===== src/mimcr_pkg.sv =====
// constants and register map for the interrupt mask and config register slice
package mimcr_pkg;

	// register offsets on the internal register port
	localparam logic [7:0] MIMCR_OFS_MASK_ONE = 8'h43;
	localparam logic [7:0] MIMCR_OFS_MASK_TWO = 8'h44;
	localparam logic [7:0] MIMCR_OFS_SPARE = 8'h45;
	localparam logic [7:0] MIMCR_OFS_INTRUSION_CLEAR_BIT = 8'h46;
	localparam logic [7:0] MIMCR_OFS_VID_DIV = 8'h47;
	localparam logic [7:0] MIMCR_OFS_VID_FOUR = 8'h49;
	localparam logic [7:0] MIMCR_OFS_CFG_TWO = 8'h4A;

	// reset values
	localparam logic [7:0] MIMCR_RST_MASK_ONE = 8'h00;
	localparam logic [7:0] MIMCR_RST_MASK_TWO = 8'h00;
	localparam logic [7:0] MIMCR_RST_SPARE = 8'h00;
	localparam logic [7:0] MIMCR_RST_INTRUSION_CLEAR_BIT = 8'h00;
	localparam logic [3:0] MIMCR_RST_DIV_BITS = 4'h5;
	localparam logic [6:0] MIMCR_RST_VID_FOUR_HI = 7'h40;
	localparam logic [7:0] MIMCR_RST_CFG_TWO = 8'h00;
	localparam logic [7:0] MIMCR_RD_UNMAPPED = 8'h00;

	// field positions
	localparam int MIMCR_INTRUSION_CLEAR_BIT_BIT = 7;
	localparam int MIMCR_DIV_ONE_LSB = 4;
	localparam int MIMCR_DIV_TWO_LSB = 6;
	localparam int MIMCR_CFG_THERMAL_ALARM_LINE_MASK_BIT = 0;
	localparam int MIMCR_CFG_LOCK_LOCAL_BIT = 1;
	localparam int MIMCR_CFG_LOCK_REMOTE_BIT = 2;
	localparam int MIMCR_CFG_ACPI_BIT = 3;
	localparam int MIMCR_CFG_IRQ_THREE_BIT = 6;
	localparam int MIMCR_CFG_IRQ_FIVE_BIT = 7;
	localparam int MIMCR_STAT_THERMAL_ALARM_LINE_BIT = 5;

	// writable bits of configuration two; bits 1 and 2 are set-only
	localparam logic [7:0] MIMCR_CFG_TWO_RW = 8'hC9;
	localparam logic [7:0] MIMCR_CFG_TWO_ONCE = 8'h06;
	// status two bits 2 and 3 are reserved and never raise the alert
	localparam logic [7:0] MIMCR_STAT_TWO_USED = 8'hF3;

	// intrusion clear pulse timing
	localparam int MIMCR_CLK_PERIOD_NS = 8;
	localparam int MIMCR_CI_PULSE_MS = 20;
	localparam int MIMCR_CI_PULSE_CYCLES =
		(MIMCR_CI_PULSE_MS * 1000000 + MIMCR_CLK_PERIOD_NS - 1) /
		MIMCR_CLK_PERIOD_NS;

endpackage


===== src/mimcr_pulse.sv =====
// low pulse timer driving the chassis intrusion pin for a fixed cycle count
module mimcr_pulse #(
	parameter int PULSE_CYCLES = mimcr_pkg::MIMCR_CI_PULSE_CYCLES,
	parameter int CNT_W = $clog2(PULSE_CYCLES + 1)
) (
	input wire logic clk,
	input wire logic rst_n,
	input wire logic start,
	input wire logic abort,
	output logic busy,
	output logic done
);

	typedef struct packed {
		logic busy;
		logic done;
		logic [CNT_W-1:0] cnt;
	} mimcr_pulse_state_type;

	localparam logic [CNT_W-1:0] LAST = CNT_W'(PULSE_CYCLES - 1);

	mimcr_pulse_state_type s_q;
	mimcr_pulse_state_type s_d;

	// count a full period, then report done for one cycle
	always_comb begin
		s_d = s_q;
		s_d.done = 1'b0;
		if (abort) begin
			s_d.busy = 1'b0;
			s_d.cnt = '0;
		end else if (s_q.busy) begin
			if (s_q.cnt == LAST) begin
				s_d.busy = 1'b0;
				s_d.done = 1'b1;
				s_d.cnt = '0;
			end else begin
				s_d.cnt = s_q.cnt + CNT_W'(1);
			end
		end else if (start) begin
			s_d.busy = 1'b1;
			s_d.cnt = '0;
		end
	end

	always_ff @(posedge clk or negedge rst_n) begin
		if (!rst_n) begin
			s_q <= '0;
		end else begin
			s_q <= s_d;
		end
	end

	assign busy = s_q.busy;
	assign done = s_q.done;

endmodule // mimcr_pulse


===== src/mimcr_regs.sv =====
// interrupt mask, intrusion clear, voltage id, divisor and config two regs
module mimcr_regs #(
	parameter int CI_PULSE_CYCLES = mimcr_pkg::MIMCR_CI_PULSE_CYCLES
) (
	input wire logic clk,
	input wire logic rst_n,
	input wire logic reg_wr_en,
	input wire logic reg_rd_en,
	input wire logic [7:0] reg_addr,
	input wire logic [7:0] reg_wdata,
	output logic [7:0] reg_rdata,
	output logic reg_rvalid,
	input wire logic [7:0] status_one,
	input wire logic [7:0] status_two,
	input wire logic alert_enable,
	input wire logic defaults_restore_bit,
	input wire logic external_interrupt_mode_bit,
	input wire logic [3:0] voltage_id_low_nibble,
	input wire logic voltage_id_bit_four,
	input wire logic shared_pin_three,
	input wire logic shared_pin_five,
	output logic alert_int_n,
	output logic chassis_intrusion_out,
	output logic chassis_intrusion_oe,
	output logic [3:0] tach_one_divide,
	output logic [3:0] tach_two_divide,
	output logic thermal_alert_masked,
	output logic thermal_acpi_mode,
	output logic local_limit_write_block,
	output logic remote_limit_write_block,
	output logic limit_release,
	output logic irq_three_active,
	output logic irq_five_active
);

	typedef struct packed {
		logic [7:0] mask_one;
		logic [7:0] mask_two;
		logic [7:0] spare;
		logic [7:0] intrusion_clear_bit;
		logic [3:0] div_bits;
		logic [6:0] vid_four_hi;
		logic [7:0] cfg_two;
		logic [7:0] rdata;
		logic rvalid;
		logic alert_n;
		logic ci_out;
		logic [3:0] div_one;
		logic [3:0] div_two;
		logic irq_three;
		logic irq_five;
		logic release_limits;
	} mimcr_state_type;

	// divisor code to divide factor: 00->1, 01->2, 10->4, 11->8
	function automatic logic [3:0] mimcr_div_decode(input logic [1:0] code);
		logic [3:0] f;
		f = 4'h1;
		case (code)
			2'b00: f = 4'h1;
			2'b01: f = 4'h2;
			2'b10: f = 4'h4;
			default: f = 4'h8;
		endcase
		return f;
	endfunction

	mimcr_state_type s_q;
	mimcr_state_type s_d;
	logic wr_mask_one;
	logic wr_mask_two;
	logic wr_spare;
	logic wr_ci;
	logic wr_vid_div;
	logic wr_vid_four;
	logic wr_cfg_two;
	logic pulse_start;
	logic pulse_busy;
	logic pulse_done;
	logic irq_three_now;
	logic irq_five_now;
	logic [7:0] stat_two_eff;
	logic alert_pending;
	logic [7:0] rd_mux;

	// address decode for writes
	always_comb begin
		wr_mask_one = 1'b0;
		wr_mask_two = 1'b0;
		wr_spare = 1'b0;
		wr_ci = 1'b0;
		wr_vid_div = 1'b0;
		wr_vid_four = 1'b0;
		wr_cfg_two = 1'b0;
		if (!reg_wr_en) begin
			wr_mask_one = 1'b0;
		end else if (reg_addr == mimcr_pkg::MIMCR_OFS_MASK_ONE) begin
			wr_mask_one = 1'b1;
		end else if (reg_addr == mimcr_pkg::MIMCR_OFS_MASK_TWO) begin
			wr_mask_two = 1'b1;
		end else if (reg_addr == mimcr_pkg::MIMCR_OFS_SPARE) begin
			wr_spare = 1'b1;
		end else if (reg_addr == mimcr_pkg::MIMCR_OFS_INTRUSION_CLEAR_BIT) begin
			wr_ci = 1'b1;
		end else if (reg_addr == mimcr_pkg::MIMCR_OFS_VID_DIV) begin
			wr_vid_div = 1'b1;
		end else if (reg_addr == mimcr_pkg::MIMCR_OFS_VID_FOUR) begin
			wr_vid_four = 1'b1;
		end else if (reg_addr == mimcr_pkg::MIMCR_OFS_CFG_TWO) begin
			wr_cfg_two = 1'b1;
		end
	end

	// read mux; the pin bits are sampled live, not stored
	always_comb begin
		rd_mux = mimcr_pkg::MIMCR_RD_UNMAPPED;
		if (reg_addr == mimcr_pkg::MIMCR_OFS_MASK_ONE) begin
			rd_mux = s_q.mask_one;
		end else if (reg_addr == mimcr_pkg::MIMCR_OFS_MASK_TWO) begin
			rd_mux = s_q.mask_two;
		end else if (reg_addr == mimcr_pkg::MIMCR_OFS_SPARE) begin
			rd_mux = s_q.spare;
		end else if (reg_addr == mimcr_pkg::MIMCR_OFS_INTRUSION_CLEAR_BIT) begin
			rd_mux = s_q.intrusion_clear_bit;
		end else if (reg_addr == mimcr_pkg::MIMCR_OFS_VID_DIV) begin
			rd_mux = {s_q.div_bits, voltage_id_low_nibble};
		end else if (reg_addr == mimcr_pkg::MIMCR_OFS_VID_FOUR) begin
			rd_mux = {s_q.vid_four_hi, voltage_id_bit_four};
		end else if (reg_addr == mimcr_pkg::MIMCR_OFS_CFG_TWO) begin
			rd_mux = s_q.cfg_two;
		end
	end

	// shared pins count as interrupts only in interrupt mode
	assign irq_three_now = external_interrupt_mode_bit &
		s_q.cfg_two[mimcr_pkg::MIMCR_CFG_IRQ_THREE_BIT] &
		shared_pin_three;
	assign irq_five_now = external_interrupt_mode_bit &
		s_q.cfg_two[mimcr_pkg::MIMCR_CFG_IRQ_FIVE_BIT] &
		shared_pin_five;

	// thermal events leave the alert path only; the thermal pin is elsewhere
	always_comb begin
		stat_two_eff = status_two & mimcr_pkg::MIMCR_STAT_TWO_USED;
		if (s_q.cfg_two[mimcr_pkg::MIMCR_CFG_THERMAL_ALARM_LINE_MASK_BIT]) begin
			stat_two_eff[mimcr_pkg::MIMCR_STAT_THERMAL_ALARM_LINE_BIT] = 1'b0;
		end
	end

	// unmasked status bits and both shared-pin interrupts ORed together; alert_enable gates this later, in the next-state logic
	assign alert_pending = (|(status_one & ~s_q.mask_one)) |
		(|(stat_two_eff & ~s_q.mask_two)) |
		irq_three_now | irq_five_now;

	// a pulse starts only from idle; a second write while low is absorbed
	assign pulse_start = wr_ci & reg_wdata[mimcr_pkg::MIMCR_INTRUSION_CLEAR_BIT_BIT] &
		~pulse_busy & ~defaults_restore_bit;

	// next-state logic for all registers
	always_comb begin
		s_d = s_q;
		s_d.rvalid = reg_rd_en;
		s_d.rdata = reg_rd_en ? rd_mux : s_q.rdata;
		s_d.alert_n = ~(alert_enable & alert_pending);
		s_d.irq_three = irq_three_now;
		s_d.irq_five = irq_five_now;
		s_d.ci_out = 1'b0;
		s_d.release_limits = defaults_restore_bit;
		if (wr_mask_one) begin
			s_d.mask_one = reg_wdata;
		end
		if (wr_mask_two) begin
			s_d.mask_two = reg_wdata;
		end
		if (wr_spare) begin
			s_d.spare = reg_wdata;
		end
		// self clear at pulse end; a fresh write of one wins
		if (pulse_done) begin
			s_d.intrusion_clear_bit[mimcr_pkg::MIMCR_INTRUSION_CLEAR_BIT_BIT] = 1'b0;
		end
		if (wr_ci) begin
			s_d.intrusion_clear_bit[6:0] = reg_wdata[6:0];
			if (reg_wdata[mimcr_pkg::MIMCR_INTRUSION_CLEAR_BIT_BIT]) begin
				s_d.intrusion_clear_bit[mimcr_pkg::MIMCR_INTRUSION_CLEAR_BIT_BIT] = 1'b1;
			end
		end
		if (wr_vid_div) begin
			s_d.div_bits = reg_wdata[7:4];
		end
		if (wr_vid_four) begin
			s_d.vid_four_hi = reg_wdata[7:1];
		end
		// lock bits can be set by a write but never cleared by one
		if (wr_cfg_two) begin
			s_d.cfg_two = (reg_wdata & mimcr_pkg::MIMCR_CFG_TWO_RW) |
				(s_q.cfg_two & mimcr_pkg::MIMCR_CFG_TWO_ONCE) |
				(reg_wdata & mimcr_pkg::MIMCR_CFG_TWO_ONCE);
		end
		// restore overrides any write in the same cycle except one to the spare register
		if (defaults_restore_bit) begin
			s_d.mask_one = mimcr_pkg::MIMCR_RST_MASK_ONE;
			s_d.mask_two = mimcr_pkg::MIMCR_RST_MASK_TWO;
			s_d.intrusion_clear_bit = mimcr_pkg::MIMCR_RST_INTRUSION_CLEAR_BIT;
			s_d.div_bits = mimcr_pkg::MIMCR_RST_DIV_BITS;
			s_d.vid_four_hi = mimcr_pkg::MIMCR_RST_VID_FOUR_HI;
			s_d.cfg_two = mimcr_pkg::MIMCR_RST_CFG_TWO;
		end
		s_d.div_one = mimcr_div_decode(
			s_d.div_bits[mimcr_pkg::MIMCR_DIV_ONE_LSB-4 +: 2]);
		s_d.div_two = mimcr_div_decode(
			s_d.div_bits[mimcr_pkg::MIMCR_DIV_TWO_LSB-4 +: 2]);
	end

	// state register; power-on values are constants
	always_ff @(posedge clk or negedge rst_n) begin
		if (!rst_n) begin
			s_q.mask_one <= mimcr_pkg::MIMCR_RST_MASK_ONE;
			s_q.mask_two <= mimcr_pkg::MIMCR_RST_MASK_TWO;
			s_q.spare <= mimcr_pkg::MIMCR_RST_SPARE;
			s_q.intrusion_clear_bit <= mimcr_pkg::MIMCR_RST_INTRUSION_CLEAR_BIT;
			s_q.div_bits <= mimcr_pkg::MIMCR_RST_DIV_BITS;
			s_q.vid_four_hi <= mimcr_pkg::MIMCR_RST_VID_FOUR_HI;
			s_q.cfg_two <= mimcr_pkg::MIMCR_RST_CFG_TWO;
			s_q.rdata <= 8'h00;
			s_q.rvalid <= 1'b0;
			s_q.alert_n <= 1'b1;
			s_q.ci_out <= 1'b0;
			s_q.div_one <= 4'h2;
			s_q.div_two <= 4'h2;
			s_q.irq_three <= 1'b0;
			s_q.irq_five <= 1'b0;
			s_q.release_limits <= 1'b0;
		end else begin
			s_q <= s_d;
		end
	end

	// intrusion pin is driven low only while the timer runs
	mimcr_pulse #(
		.PULSE_CYCLES(CI_PULSE_CYCLES)
	) u_ci_pulse (
		.clk(clk),
		.rst_n(rst_n),
		.start(pulse_start),
		.abort(defaults_restore_bit),
		.busy(pulse_busy),
		.done(pulse_done)
	);

	assign reg_rdata = s_q.rdata;
	assign reg_rvalid = s_q.rvalid;
	assign alert_int_n = s_q.alert_n;
	assign chassis_intrusion_out = s_q.ci_out;
	assign chassis_intrusion_oe = pulse_busy;
	assign tach_one_divide = s_q.div_one;
	assign tach_two_divide = s_q.div_two;
	assign thermal_alert_masked =
		s_q.cfg_two[mimcr_pkg::MIMCR_CFG_THERMAL_ALARM_LINE_MASK_BIT];
	assign thermal_acpi_mode =
		s_q.cfg_two[mimcr_pkg::MIMCR_CFG_ACPI_BIT];
	assign local_limit_write_block =
		s_q.cfg_two[mimcr_pkg::MIMCR_CFG_LOCK_LOCAL_BIT];
	assign remote_limit_write_block =
		s_q.cfg_two[mimcr_pkg::MIMCR_CFG_LOCK_REMOTE_BIT];
	assign limit_release = s_q.release_limits;
	assign irq_three_active = s_q.irq_three;
	assign irq_five_active = s_q.irq_five;

endmodule // mimcr_regs


===== config.mk =====
export PLATFORM = sky130hd
export DESIGN_NAME = mimcr_regs
export DESIGN_NICKNAME = d
export VERILOG_FILES = /design/src/mimcr_pkg.sv /design/src/mimcr_pulse.sv /design/src/mimcr_regs.sv
export SDC_FILE = /design/constraint.sdc
export NUM_CORES = 1
export LEC_CHECK = 0
export ABC_AREA = 1
export BUFFER_PORTS_ARGS = -buffer_cell sky130_fd_sc_hd__clkbuf_2
export CORE_ASPECT_RATIO = 0.6
export CORE_MARGIN = 3
export CORE_UTILIZATION = 43
export DETAILED_ROUTE_END_ITERATION = 6
export SLEW_MARGIN = 25
export SYNTH_ARGS = -nofsm -noshare
export SYNTH_HDL_FRONTEND = slang
export SYNTH_HIERARCHICAL = 1
export SYNTH_SLANG_ARGS = --single-unit

===== constraint.sdc =====
create_clock -name clk -period 2.2 [get_ports clk]
set_input_delay 0.44 -clock clk [delete_from_list [all_inputs] [get_ports clk]]
set_output_delay 0.44 -clock clk [all_outputs]
set_load 0.02 [all_outputs]

# [Yosys cells after proc, flatten, opt, wreduce, memory -nomap -nowiden]
# Cells that the tools add are included.
[classes] n_reduce_logical=10 mux=65 n_eq_ne=12 n_addsub=1 n_bitwise=20
[ops] cell="$mux W22" n=4
[ops] cell="$mux W8" n=11
[ops] cell="$eq A8 B7 Y1 const B" n=7
[ops] cell="$mux W1" n=43
[ops] cell="$mux W27" n=1
[ops] cell="$pmux W4 S3" n=2
[ops] cell="$add A22 B1 Y22 const B" n=1
[ops] cell="$eq A22 B22 Y1 const B" n=1
[ops] cell="$and A8 B8 Y8" n=2
[ops] cell="$mux W16" n=1
[ops] cell="$not A8 Y8" n=2
[ops] cell="$or A8 B3 Y8" n=2
[ops] cell="$reduce_or A8 Y1" n=2
[ops] cell="$reduce_bool A2 Y1" n=5
[ops] cell="$and A1 B1 Y1" n=8
[ops] cell="$mux W7" n=1
[ops] cell="$eq A2 B1 Y1 const B" n=2
[ops] cell="$eq A2 B2 Y1 const B" n=2
[ops] cell="$logic_not A2 Y1" n=2
[ops] cell="$mux W4" n=1
[ops] cell="$not A1 Y1" n=3
[ops] cell="$or A1 B1 Y1" n=3
[ops] cell="$reduce_bool A3 Y1" n=1
[ops] cell="$mux W2" n=1
[totals] elab_cells=127 input_bits=46 ff_bits=96

# [Longest topological paths before layout]
# Gate-level depths: netlist of run 1.
[depth] word_depth=13 depth_mapped=16 ltp_nobuf=15

# [Modules after synthesis]
# The synthesis of run 1 kept the hierarchy.
[modules_own_cells] module="mimcr_regs" cells_per_inst=439 area_each_um2=3580.9 n_inst=1 seq_area_each_um2=1759.2
[modules_own_cells] module="mimcr_pulse" cells_per_inst=210 area_each_um2=1482.7 n_inst=1 seq_area_each_um2=600.6

# [Least setup slack after synthesis of run 1]
# OpenSTA, ideal clock, no wires.
[synth_timing] path_kind="in2reg" from="in reg_addr[7]" to="reg u_ci_pulse/s_q[5] (netlist name)" cell_stages=14 arrival_ns=2.053 setup_time_ns=0.120 path_slack_ns=0.026 cell_sequence="inv_1 > nand2_1 > nor2_4 > nand2_2 > inv_2 > nand2_1 > buf_4 > nor3_2 > nor2_1 > nand2_2 > nand2_1 > nor2_1 > xor2_1 > nor2_2"
[synth_via] elab_chain_len=10 word_cells_on_any_way=13
[synth_lines] item="from (decl)" line="mimcr_regs.sv:9" text="input wire logic [7:0] reg_addr,"
[synth_lines] item="$eq A8 B7 Y1" line="mimcr_regs.sv:103" text="end else if (reg_addr == mimcr_pkg::MIMCR_OFS_INTRUSION_CLEAR_BIT) begin"
[synth_lines] item="$mux W1" line="mimcr_regs.sv:103"
[synth_lines] item="$mux W1" line="mimcr_regs.sv:101" text="end else if (reg_addr == mimcr_pkg::MIMCR_OFS_SPARE) begin"
[synth_lines] item="$mux W1" line="mimcr_regs.sv:99" text="end else if (reg_addr == mimcr_pkg::MIMCR_OFS_MASK_TWO) begin"
[synth_lines] item="$mux W1 (*)" line="mimcr_regs.sv:97" text="end else if (reg_addr == mimcr_pkg::MIMCR_OFS_MASK_ONE) begin"
[synth_lines] item="$mux W1 (*)" line="mimcr_regs.sv:95" text="if (!reg_wr_en) begin"
[synth_lines] item="$and A1 B1 Y1 (*) (2 in series)" line="mimcr_regs.sv:156" text="assign pulse_start = wr_ci & reg_wdata[mimcr_pkg::MIMCR_INTRUSION_CLEAR_BIT_BIT] &"
[synth_lines] item="$and A1 B1 Y1 (*)" line="mimcr_regs.sv:157" text="~pulse_busy & ~defaults_restore_bit;"
[synth_lines] item="via pulse_start" line="mimcr_regs.sv:77" text="logic pulse_start;"
[synth_lines] item="$reduce_bool A3 Y1 (no source line) (*)"
[synth_lines] item="to (signal assigned)" line="mimcr_pulse.sv:48" text="s_q <= '0;"
[synth_lines] item="to (signal assigned)" line="mimcr_pulse.sv:50" text="s_q <= s_d;"
[synth_lines] item="to (decl)" line="mimcr_pulse.sv:22" text="mimcr_pulse_state_type s_q;"
# Mark *: on every way through the listed nets, which the timed path passes. The rest lies on a longest branch.
# A chain may end at the register's enable or synchronous reset.

# [Final worst setup path of run 1]
[layout_timing] from="in reg_addr[0]" to="reg u_ci_pulse/s_q[12] (netlist name)"
# The elaborated chain is that of the path after synthesis.

==> results of run 1 <==
==> Yosys cell counts, types with 3 or more instances <==
cell / number / area (um2)
dfrtp_1: 88 / 2200
o21ai_2: 16 / 140
dfstp_2: 6 / 158
inv_2: 7 / 26.3
buf_6: 5 / 56.3
xnor2_1: 3 / 26.3
xor2_1: 3 / 26.3
nand2_2: 8 / 50.1
buf_4: 18 / 135
o21ai_0: 34 / 170
inv_1: 92 / 345
nand2_1: 163 / 612
nor2_2: 10 / 62.6
nand4_1: 9 / 56.3
nor3_1: 8 / 40.0
a21oi_1: 8 / 40.0
nor2_1: 72 / 270
o22ai_1: 6 / 37.5
nand3_1: 55 / 275
o21ai_1: 6 / 30.0
nand2_4: 3 / 33.8
nor2_4: 5 / 56.3
==> kinds of logic (layout without fill, tap and decap cells) <==
group / Yosys count / count (layout) / synth area share, %
adders and majority gates: 1 / 1 / 0.247
and+or+nand+nor: 341 / 341 / 30.2
AOI/OAI and AO/OA: 78 / 78 / 9.83
xor gates and xnor gates: 6 / 6 / 1.04
DFF: 94 / 94 / 46.6
buffers and inverters: 128 / 200 / 12.0
other: 1 / 1 / 0.0741
==> worst max path at each step <==
stage	to	cells past startpoint	start	slack [ns]
finish	u_ci_pulse/s_q[12]$_DFFE_PN0P_	15	reg_addr[0]	0.40
floorplan	u_ci_pulse/s_q[5]$_DFFE_PN0P_	14	reg_addr[7]	0.03
CTS	u_ci_pulse/s_q[5]$_DFFE_PN0P_	14	reg_addr[0]	0.45
global placement	u_ci_pulse/s_q[5]$_DFFE_PN0P_	14	reg_addr[0]	0.1
detailed placement	u_ci_pulse/s_q[12]$_DFFE_PN0P_	15	reg_addr[0]	0.09
global route	u_ci_pulse/s_q[12]$_DFFE_PN0P_	15	reg_addr[0]	0.16
==> state kept, by name (all words and copies together), names as in the netlist <==
name,flops
thermal_alert_masked,1
alert_int_n,1
u_ci_pulse/done,1
s_q,45
reg_rvalid,1
thermal_acpi_mode,1
tach_two_divide,4
tach_one_divide,4
irq_five_active,1
u_ci_pulse/s_q,22
remote_limit_write_block,1
reg_rdata,8
limit_release,1
u_ci_pulse/busy,1
local_limit_write_block,1
irq_three_active,1
==> routing by layer <==
metal	vias to the layer above	global-route usage, %	share of wire [%]
li1	2162	-	-
met1	1988	34.3	52
met2	165	26.1	38
met3	8	5.79	9.3
met4	0	4.23	0.71
met5	-	0	0
==> through the flow <==
stage | power [W] | hold slack [ns] | worst slack [ns] | utilization (%) | instance area, um2
after floorplan | 0.00199 | 0.144 | 0.0263 | - | 5060
after global placement | 0.00213 | 0.407 | 0.0959 | 48.2 | 5510
after detailed placement | 0.00214 | 0.418 | 0.0931 | 48.2 | 5510
after CTS | 0.00372 | 0.0504 | 0.448 | 50.9 | 5810
after global routing | 0.00385 | 0.0579 | 0.155 | 50.9 | 5810
final | 0.00367 | 0.0360 | 0.398 | 50.9 | 5810
==> power by group <==
part / internal (W) / total [W] / switching (W)
clock network: 0.000937 / 0.00156 / 0.000627
logic: 0.0000953 / 0.000299 / 0.000203
registers: 0.00178 / 0.00181 / 0.0000289
==> layout make-up <==
type,instances,area (um2)
repair buffers,83,465
fillers,1129,5600
clock inverters,4,45.0
flip-flops and latches,94,2360
well taps,160,200
clock buffers,12,256
inverters,101,385
multi-input cells,427,2090
==> results.sh, run 1 <==
export IMPL_die_w_um=146
export IMPL_stdcell_count=881
export IMPL_p_leak_nw=2.91
export IMPL_cp_slowest_cell="nor2_4"
export IMPL_postCtsSetupBuffers=0
export IMPL_setup_violations=0
export IMPL_reg2reg_depth=8
export IMPL_cts_resized=0
export IMPL_rows=30
export IMPL_start_kind="input pin"
export IMPL_hold_path_class="in -> async"
export IMPL_drtIter0Drc=435
export IMPL_finalCriticalPeriod_ns=1.80
export IMPL_h_tree_depth=3
export IMPL_hold_buffers=0
export IMPL_io_pins=73
export IMPL_crit_family="simple AND/OR/NAND/NOR gates"
export IMPL_cp_end_kind="flop"
export IMPL_chipHeight_um=90.1
export IMPL_yosys_warnings=6
export IMPL_powerDensity_nw_per_um2=632
export IMPL_syn_num_nets=696
export IMPL_outcome="completed"
export IMPL_tns_ns=0
export IMPL_max_freq_mhz=555
export IMPL_reg2reg_from="u_ci_pulse/busy$_DFF_PN0_"
export IMPL_synthFlopType="dfrtp_1"
export IMPL_wl_per_cell_um=15.0
export IMPL_crit_chain="clkbuf_2 > inv_1 > nand2_1 > nor2_1 > nand2_2 > inv_2 > nand2_1 > nor3_2 > nor2_1 > nand2_2 > nand2_1 > nor2_4 > nand3_1 > nor2_1 > nor2_1"
export IMPL_cp_arrival_ns=2.04
export IMPL_grt_max_degree=42
export IMPL_grt_overflow_total=0
export IMPL_clkTransAtPathRegs_ns=0.06
export IMPL_root_buffer="clkbuf_16"
export IMPL_track_usage_pct=20.7
export IMPL_syn_area_per_cell_um2=7.80
export IMPL_slew_viol_final=0
export IMPL_grt_pass1_wl_um=21300
export IMPL_portBuffers=69
export IMPL_drtPass1Iterations=5
export IMPL_place_inst=865
export IMPL_mostFrequentLayoutCell="nand2_1"
export IMPL_tightest_slew_ns=0.534
export IMPL_drive_gt1_share_pct=22.3
export IMPL_clock_sinks=94
export IMPL_peakVddDrop_v=0.000424
export IMPL_yosys_cell_types_count=41
export IMPL_hold_violations=0
export IMPL_period_share_pct=81.9
export IMPL_detail_route_antenna_nets=0
export IMPL_drt_vias_per_instance=4.91
export IMPL_vias=4323
export IMPL_r2r_slack_ns=0.57
export IMPL_async_flop_share_pct=100
export IMPL_place_hpwl_um=10500
export IMPL_area_growth_pct=14.7
export IMPL_yosysSeqAreaShare_pct=46.6
export IMPL_relSlewSlack_pct=64.3
export IMPL_mostFrequentLayoutCells="nand2_1 (163), inv_1 (92), dfrtp_1 (88), nor2_1 (72), clkbuf_2 (68)"
export IMPL_antenna_found_initial=0
export IMPL_syn_inst=649
export IMPL_clk_latency_ns=0.34
export IMPL_first_global_vias=3951
export IMPL_nNetsFinal=763
export IMPL_cp_num_buf_inv=3
export IMPL_start_util_pct=44.4
export IMPL_crit_path_max_fanout=6
export IMPL_dieArea_um2=13200
export IMPL_cts_buffer_depth=2
export IMPL_path_common_cell="nor2_1"
export IMPL_r2r_end="u_ci_pulse/s_q[12]$_DFFE_PN0P_"
export IMPL_drc=0
export IMPL_max_stage_delay_ns=0.19
export IMPL_rsz0062_at_grt="false"
export IMPL_wl_um=13200
export IMPL_synth_edf_count=0
export IMPL_netlist_area_um2=5060
export IMPL_numCtsBuffers=9
export IMPL_required_ns=2.43
export IMPL_fin_skew_ns=0.00460
export IMPL_place_congestion=0.932
export IMPL_yosys_register_bits=94
export IMPL_design_core_area_um2=11400
export IMPL_drv_cap=0
export IMPL_path_class="in -> reg"
export IMPL_cts_tree="built"
export IMPL_diodes=0
Power figures use the tool's default switching activity.
==> run 2, diff against run 1 <==
- clock period: 2.2 -> 1.7 ns (I/O delays scaled with it)
==> run 2 against run 1 <==
  * Via count is 4.1% higher
  * First-iteration DRC count is 10% lower
  * Die area stayed put
  * Clock power is 27% higher
  * Combinational power is 53% higher
  * Total power is 30% higher
  * Sequential share of layout area is 2.7 points lower
  * Non-clock buffer count is 30 higher
==> results.sh, run 2 (synthesis results as in run 1) <==
export IMPL_r2r_end="u_ci_pulse/s_q[6]$_DFFE_PN0P_"
export IMPL_cts_tree="built"
export IMPL_chipHeight_um=90.1
export IMPL_powerDensity_nw_per_um2=767
export IMPL_dieArea_um2=13200
export IMPL_nNetsFinal=793
export IMPL_reg2reg_from="u_ci_pulse/s_q[0]$_DFFE_PN0P_"
export IMPL_place_congestion=0.962
export IMPL_required_ns=1.93
export IMPL_hold_path_class="in -> reg"
export IMPL_wl_per_cell_um=15.1
export IMPL_gr_max_usage_layer="met1"
export IMPL_max_freq_mhz=625
export IMPL_cts_buffer_depth=2
export IMPL_start_kind="flop"
export IMPL_fillers=1092
export IMPL_cp_arrival_ns=1.83
export IMPL_rsz0062_at_grt="true"
export IMPL_portBuffers=69
export IMPL_place_hpwl_um=10800
export IMPL_crit_path_max_fanout=12
export IMPL_drtPass1Iterations=5
export IMPL_clock_sinks=94
export IMPL_finalCriticalPeriod_ns=1.60
export IMPL_mostFrequentLayoutCells="nand2_1 (155), inv_1 (88), dfrtp_1 (88), nor2_1 (66), clkbuf_2 (66)"
export IMPL_numCtsBuffers=9
export IMPL_regMostFlops="s_q"
export IMPL_setup_violations=0
export IMPL_grt_max_degree=35
export IMPL_drv_cap=0
export IMPL_vias=4502
export IMPL_max_stage_delay_ns=0.40
export IMPL_tightest_slew_ns=0.510
export IMPL_p_total_w=0.00477
export IMPL_grt_pass1_wl_um=22200
export IMPL_path_depth=10
export IMPL_clk_latency_ns=0.34
export IMPL_post_route_cell_area_um2=6230
export IMPL_peakVddDrop_v=0.000543
export IMPL_grt_use_met3_pct=4.94
export IMPL_wl_um=13700
export IMPL_grt_use_met2_pct=28.0
export IMPL_detail_route_antenna_nets=0
export IMPL_path_class="reg -> reg"
export IMPL_antenna_found_initial=0
export IMPL_crit_family="simple AND/OR/NAND/NOR gates"
export IMPL_p_leak_nw=3.10
export IMPL_rows=30
export IMPL_cp_slowest_cell="dfrtp_1"
export IMPL_endpoint="u_ci_pulse/s_q[6]$_DFFE_PN0P_"
export IMPL_first_global_vias=4177
export IMPL_largest_reg_flops=45
export IMPL_clkTransAtPathRegs_ns=0.07
export IMPL_io_pins=73
export IMPL_reg2reg_depth=10
export IMPL_drt_vias_per_instance=4.94
export IMPL_crit_chain="ha_2 > nand2_2 > nor2_4 > nand2_1 > nor2_2 > nand2_2 > nand2_4 > nand2_4 > clkinv_4 > nor2_1"
export IMPL_outcome="completed"
export IMPL_h_tree_depth=3
export IMPL_design_core_area_um2=11400
export IMPL_grt_overflow_total=0
export IMPL_area_growth_pct=23.0
export IMPL_diodes=0
export IMPL_fin_skew_ns=0.00556
export IMPL_die_w_um=146
export IMPL_drc=0
export IMPL_r2r_slack_ns=0.1
export IMPL_drtIter0Drc=391
export IMPL_postPlaceCellArea_um2=5810
export IMPL_start_util_pct=44.4
export IMPL_drive_gt1_share_pct=28.6
export IMPL_grt_met1_usage_pct=35.4
export IMPL_cp_num_buf_inv=1
export IMPL_track_usage_pct=21.4
export IMPL_period_share_pct=94.1
export IMPL_slew_viol_final=0
export IMPL_startpoint="u_ci_pulse/s_q[0]$_DFFE_PN0P_"
export IMPL_root_buffer="clkbuf_16"
export IMPL_relSlewSlack_pct=66.0
export IMPL_mostFrequentLayoutCell="nand2_1"
export IMPL_hold_violations=0
export IMPL_cp_end_kind="flop"
==> run 2: cell types whose count changed in the layout (fill, tap and decap cells not counted), moves of 4 or more <==
cell | before | now
buf_12 | 1 | 5
buf_4 | 14 | 39
nand2_4 | 3 | 8
nand2_1 | 163 | 155
inv_1 | 92 | 88
nand3_1 | 55 | 51
nor2_1 | 72 | 66
==> run 2: stage by stage <==
| stage | cells | setup TNS, ns | util [%] | setup WS, ns | hold slack, ns |
|---|---|---|---|---|---|
| 3_5_place_dp | 891 | -8.11 | 51.0 | -0.311 | 0.349 |
| 4_1_cts | 908 | 0 | 53.6 | 0.0521 | 0.110 |
| 3_3_place_gp | 891 | -7.46 | 51.0 | -0.300 | 0.349 |
| 6_report | 911 | 0 | 54.6 | 0.0997 | 0.117 |
| 5_1_grt | 911 | -0.0814 | 54.6 | -0.0368 | 0.146 |
| 2_1_floorplan | 649 | -3.18 | - | -0.232 | 0.0444 |
==> run 2: worst reg2reg max path: stages, from the launching register on <==
cell and delay (ns):
dfrtp_1 0.40, ha_2 0.22, nand2_2 0.08, nor2_4 0.10
nand2_1 0.07, nor2_2 0.09, nand2_2 0.10, nand2_4 0.11
nand2_4 0.10, clkinv_4 0.15, nor2_1 0.07
==> run 2: how the worst min path moves through the flow <==
stage	from	depth (start not counted)	endpoint
global placement	rst_n	1	u_ci_pulse/done$_DFF_PN0_
CTS	alert_enable	2	alert_int_n$_DFF_PN1_
global route	alert_enable	2	alert_int_n$_DFF_PN1_
detailed placement	rst_n	1	s_q[48]$_DFF_PN0_
finish	alert_enable	2	alert_int_n$_DFF_PN1_
floorplan	rst_n	0	irq_five_active$_DFF_PN0_
==> run 2: area by class of cell <==
class,instances,area (um2),area share (%)
Clock inverter,4,30.0,0.482
Inverter,101,403,6.47
Multi-Input combinational cell,427,2210,35.5
Sequential cell,94,2360,37.9
Timing Repair Buffer,113,756,12.1
Clock buffer,12,267,4.28
Tap cell,160,200,3.22
==> run 2: per-layer routing <==
layer,wire length [um],up-vias,share of wire [%]
met3,1280,14,9.3
li1,-,2228,-
met2,5270,180,38
met5,0,-,0
met4,123,0,0.90
met1,7030,2080,51
==> run 2: report_power, final <==
part | switching, W | leakage (nW) | total [W] | internal [W]
sequential | 0.0000376 | 1.26 | 0.00234 | 0.00230
combinational | 0.000287 | 1.69 | 0.000456 | 0.000169
clock | 0.000866 | 0.145 | 0.00198 | 0.00111
==> run 2: repair_timing <==
action	CTS	global route
endpoints found under the setup margin	0	15
buffers inserted	0	3
resized for setup	0	23
endpoints found under the hold margin	26	0
hold buffers	1	0
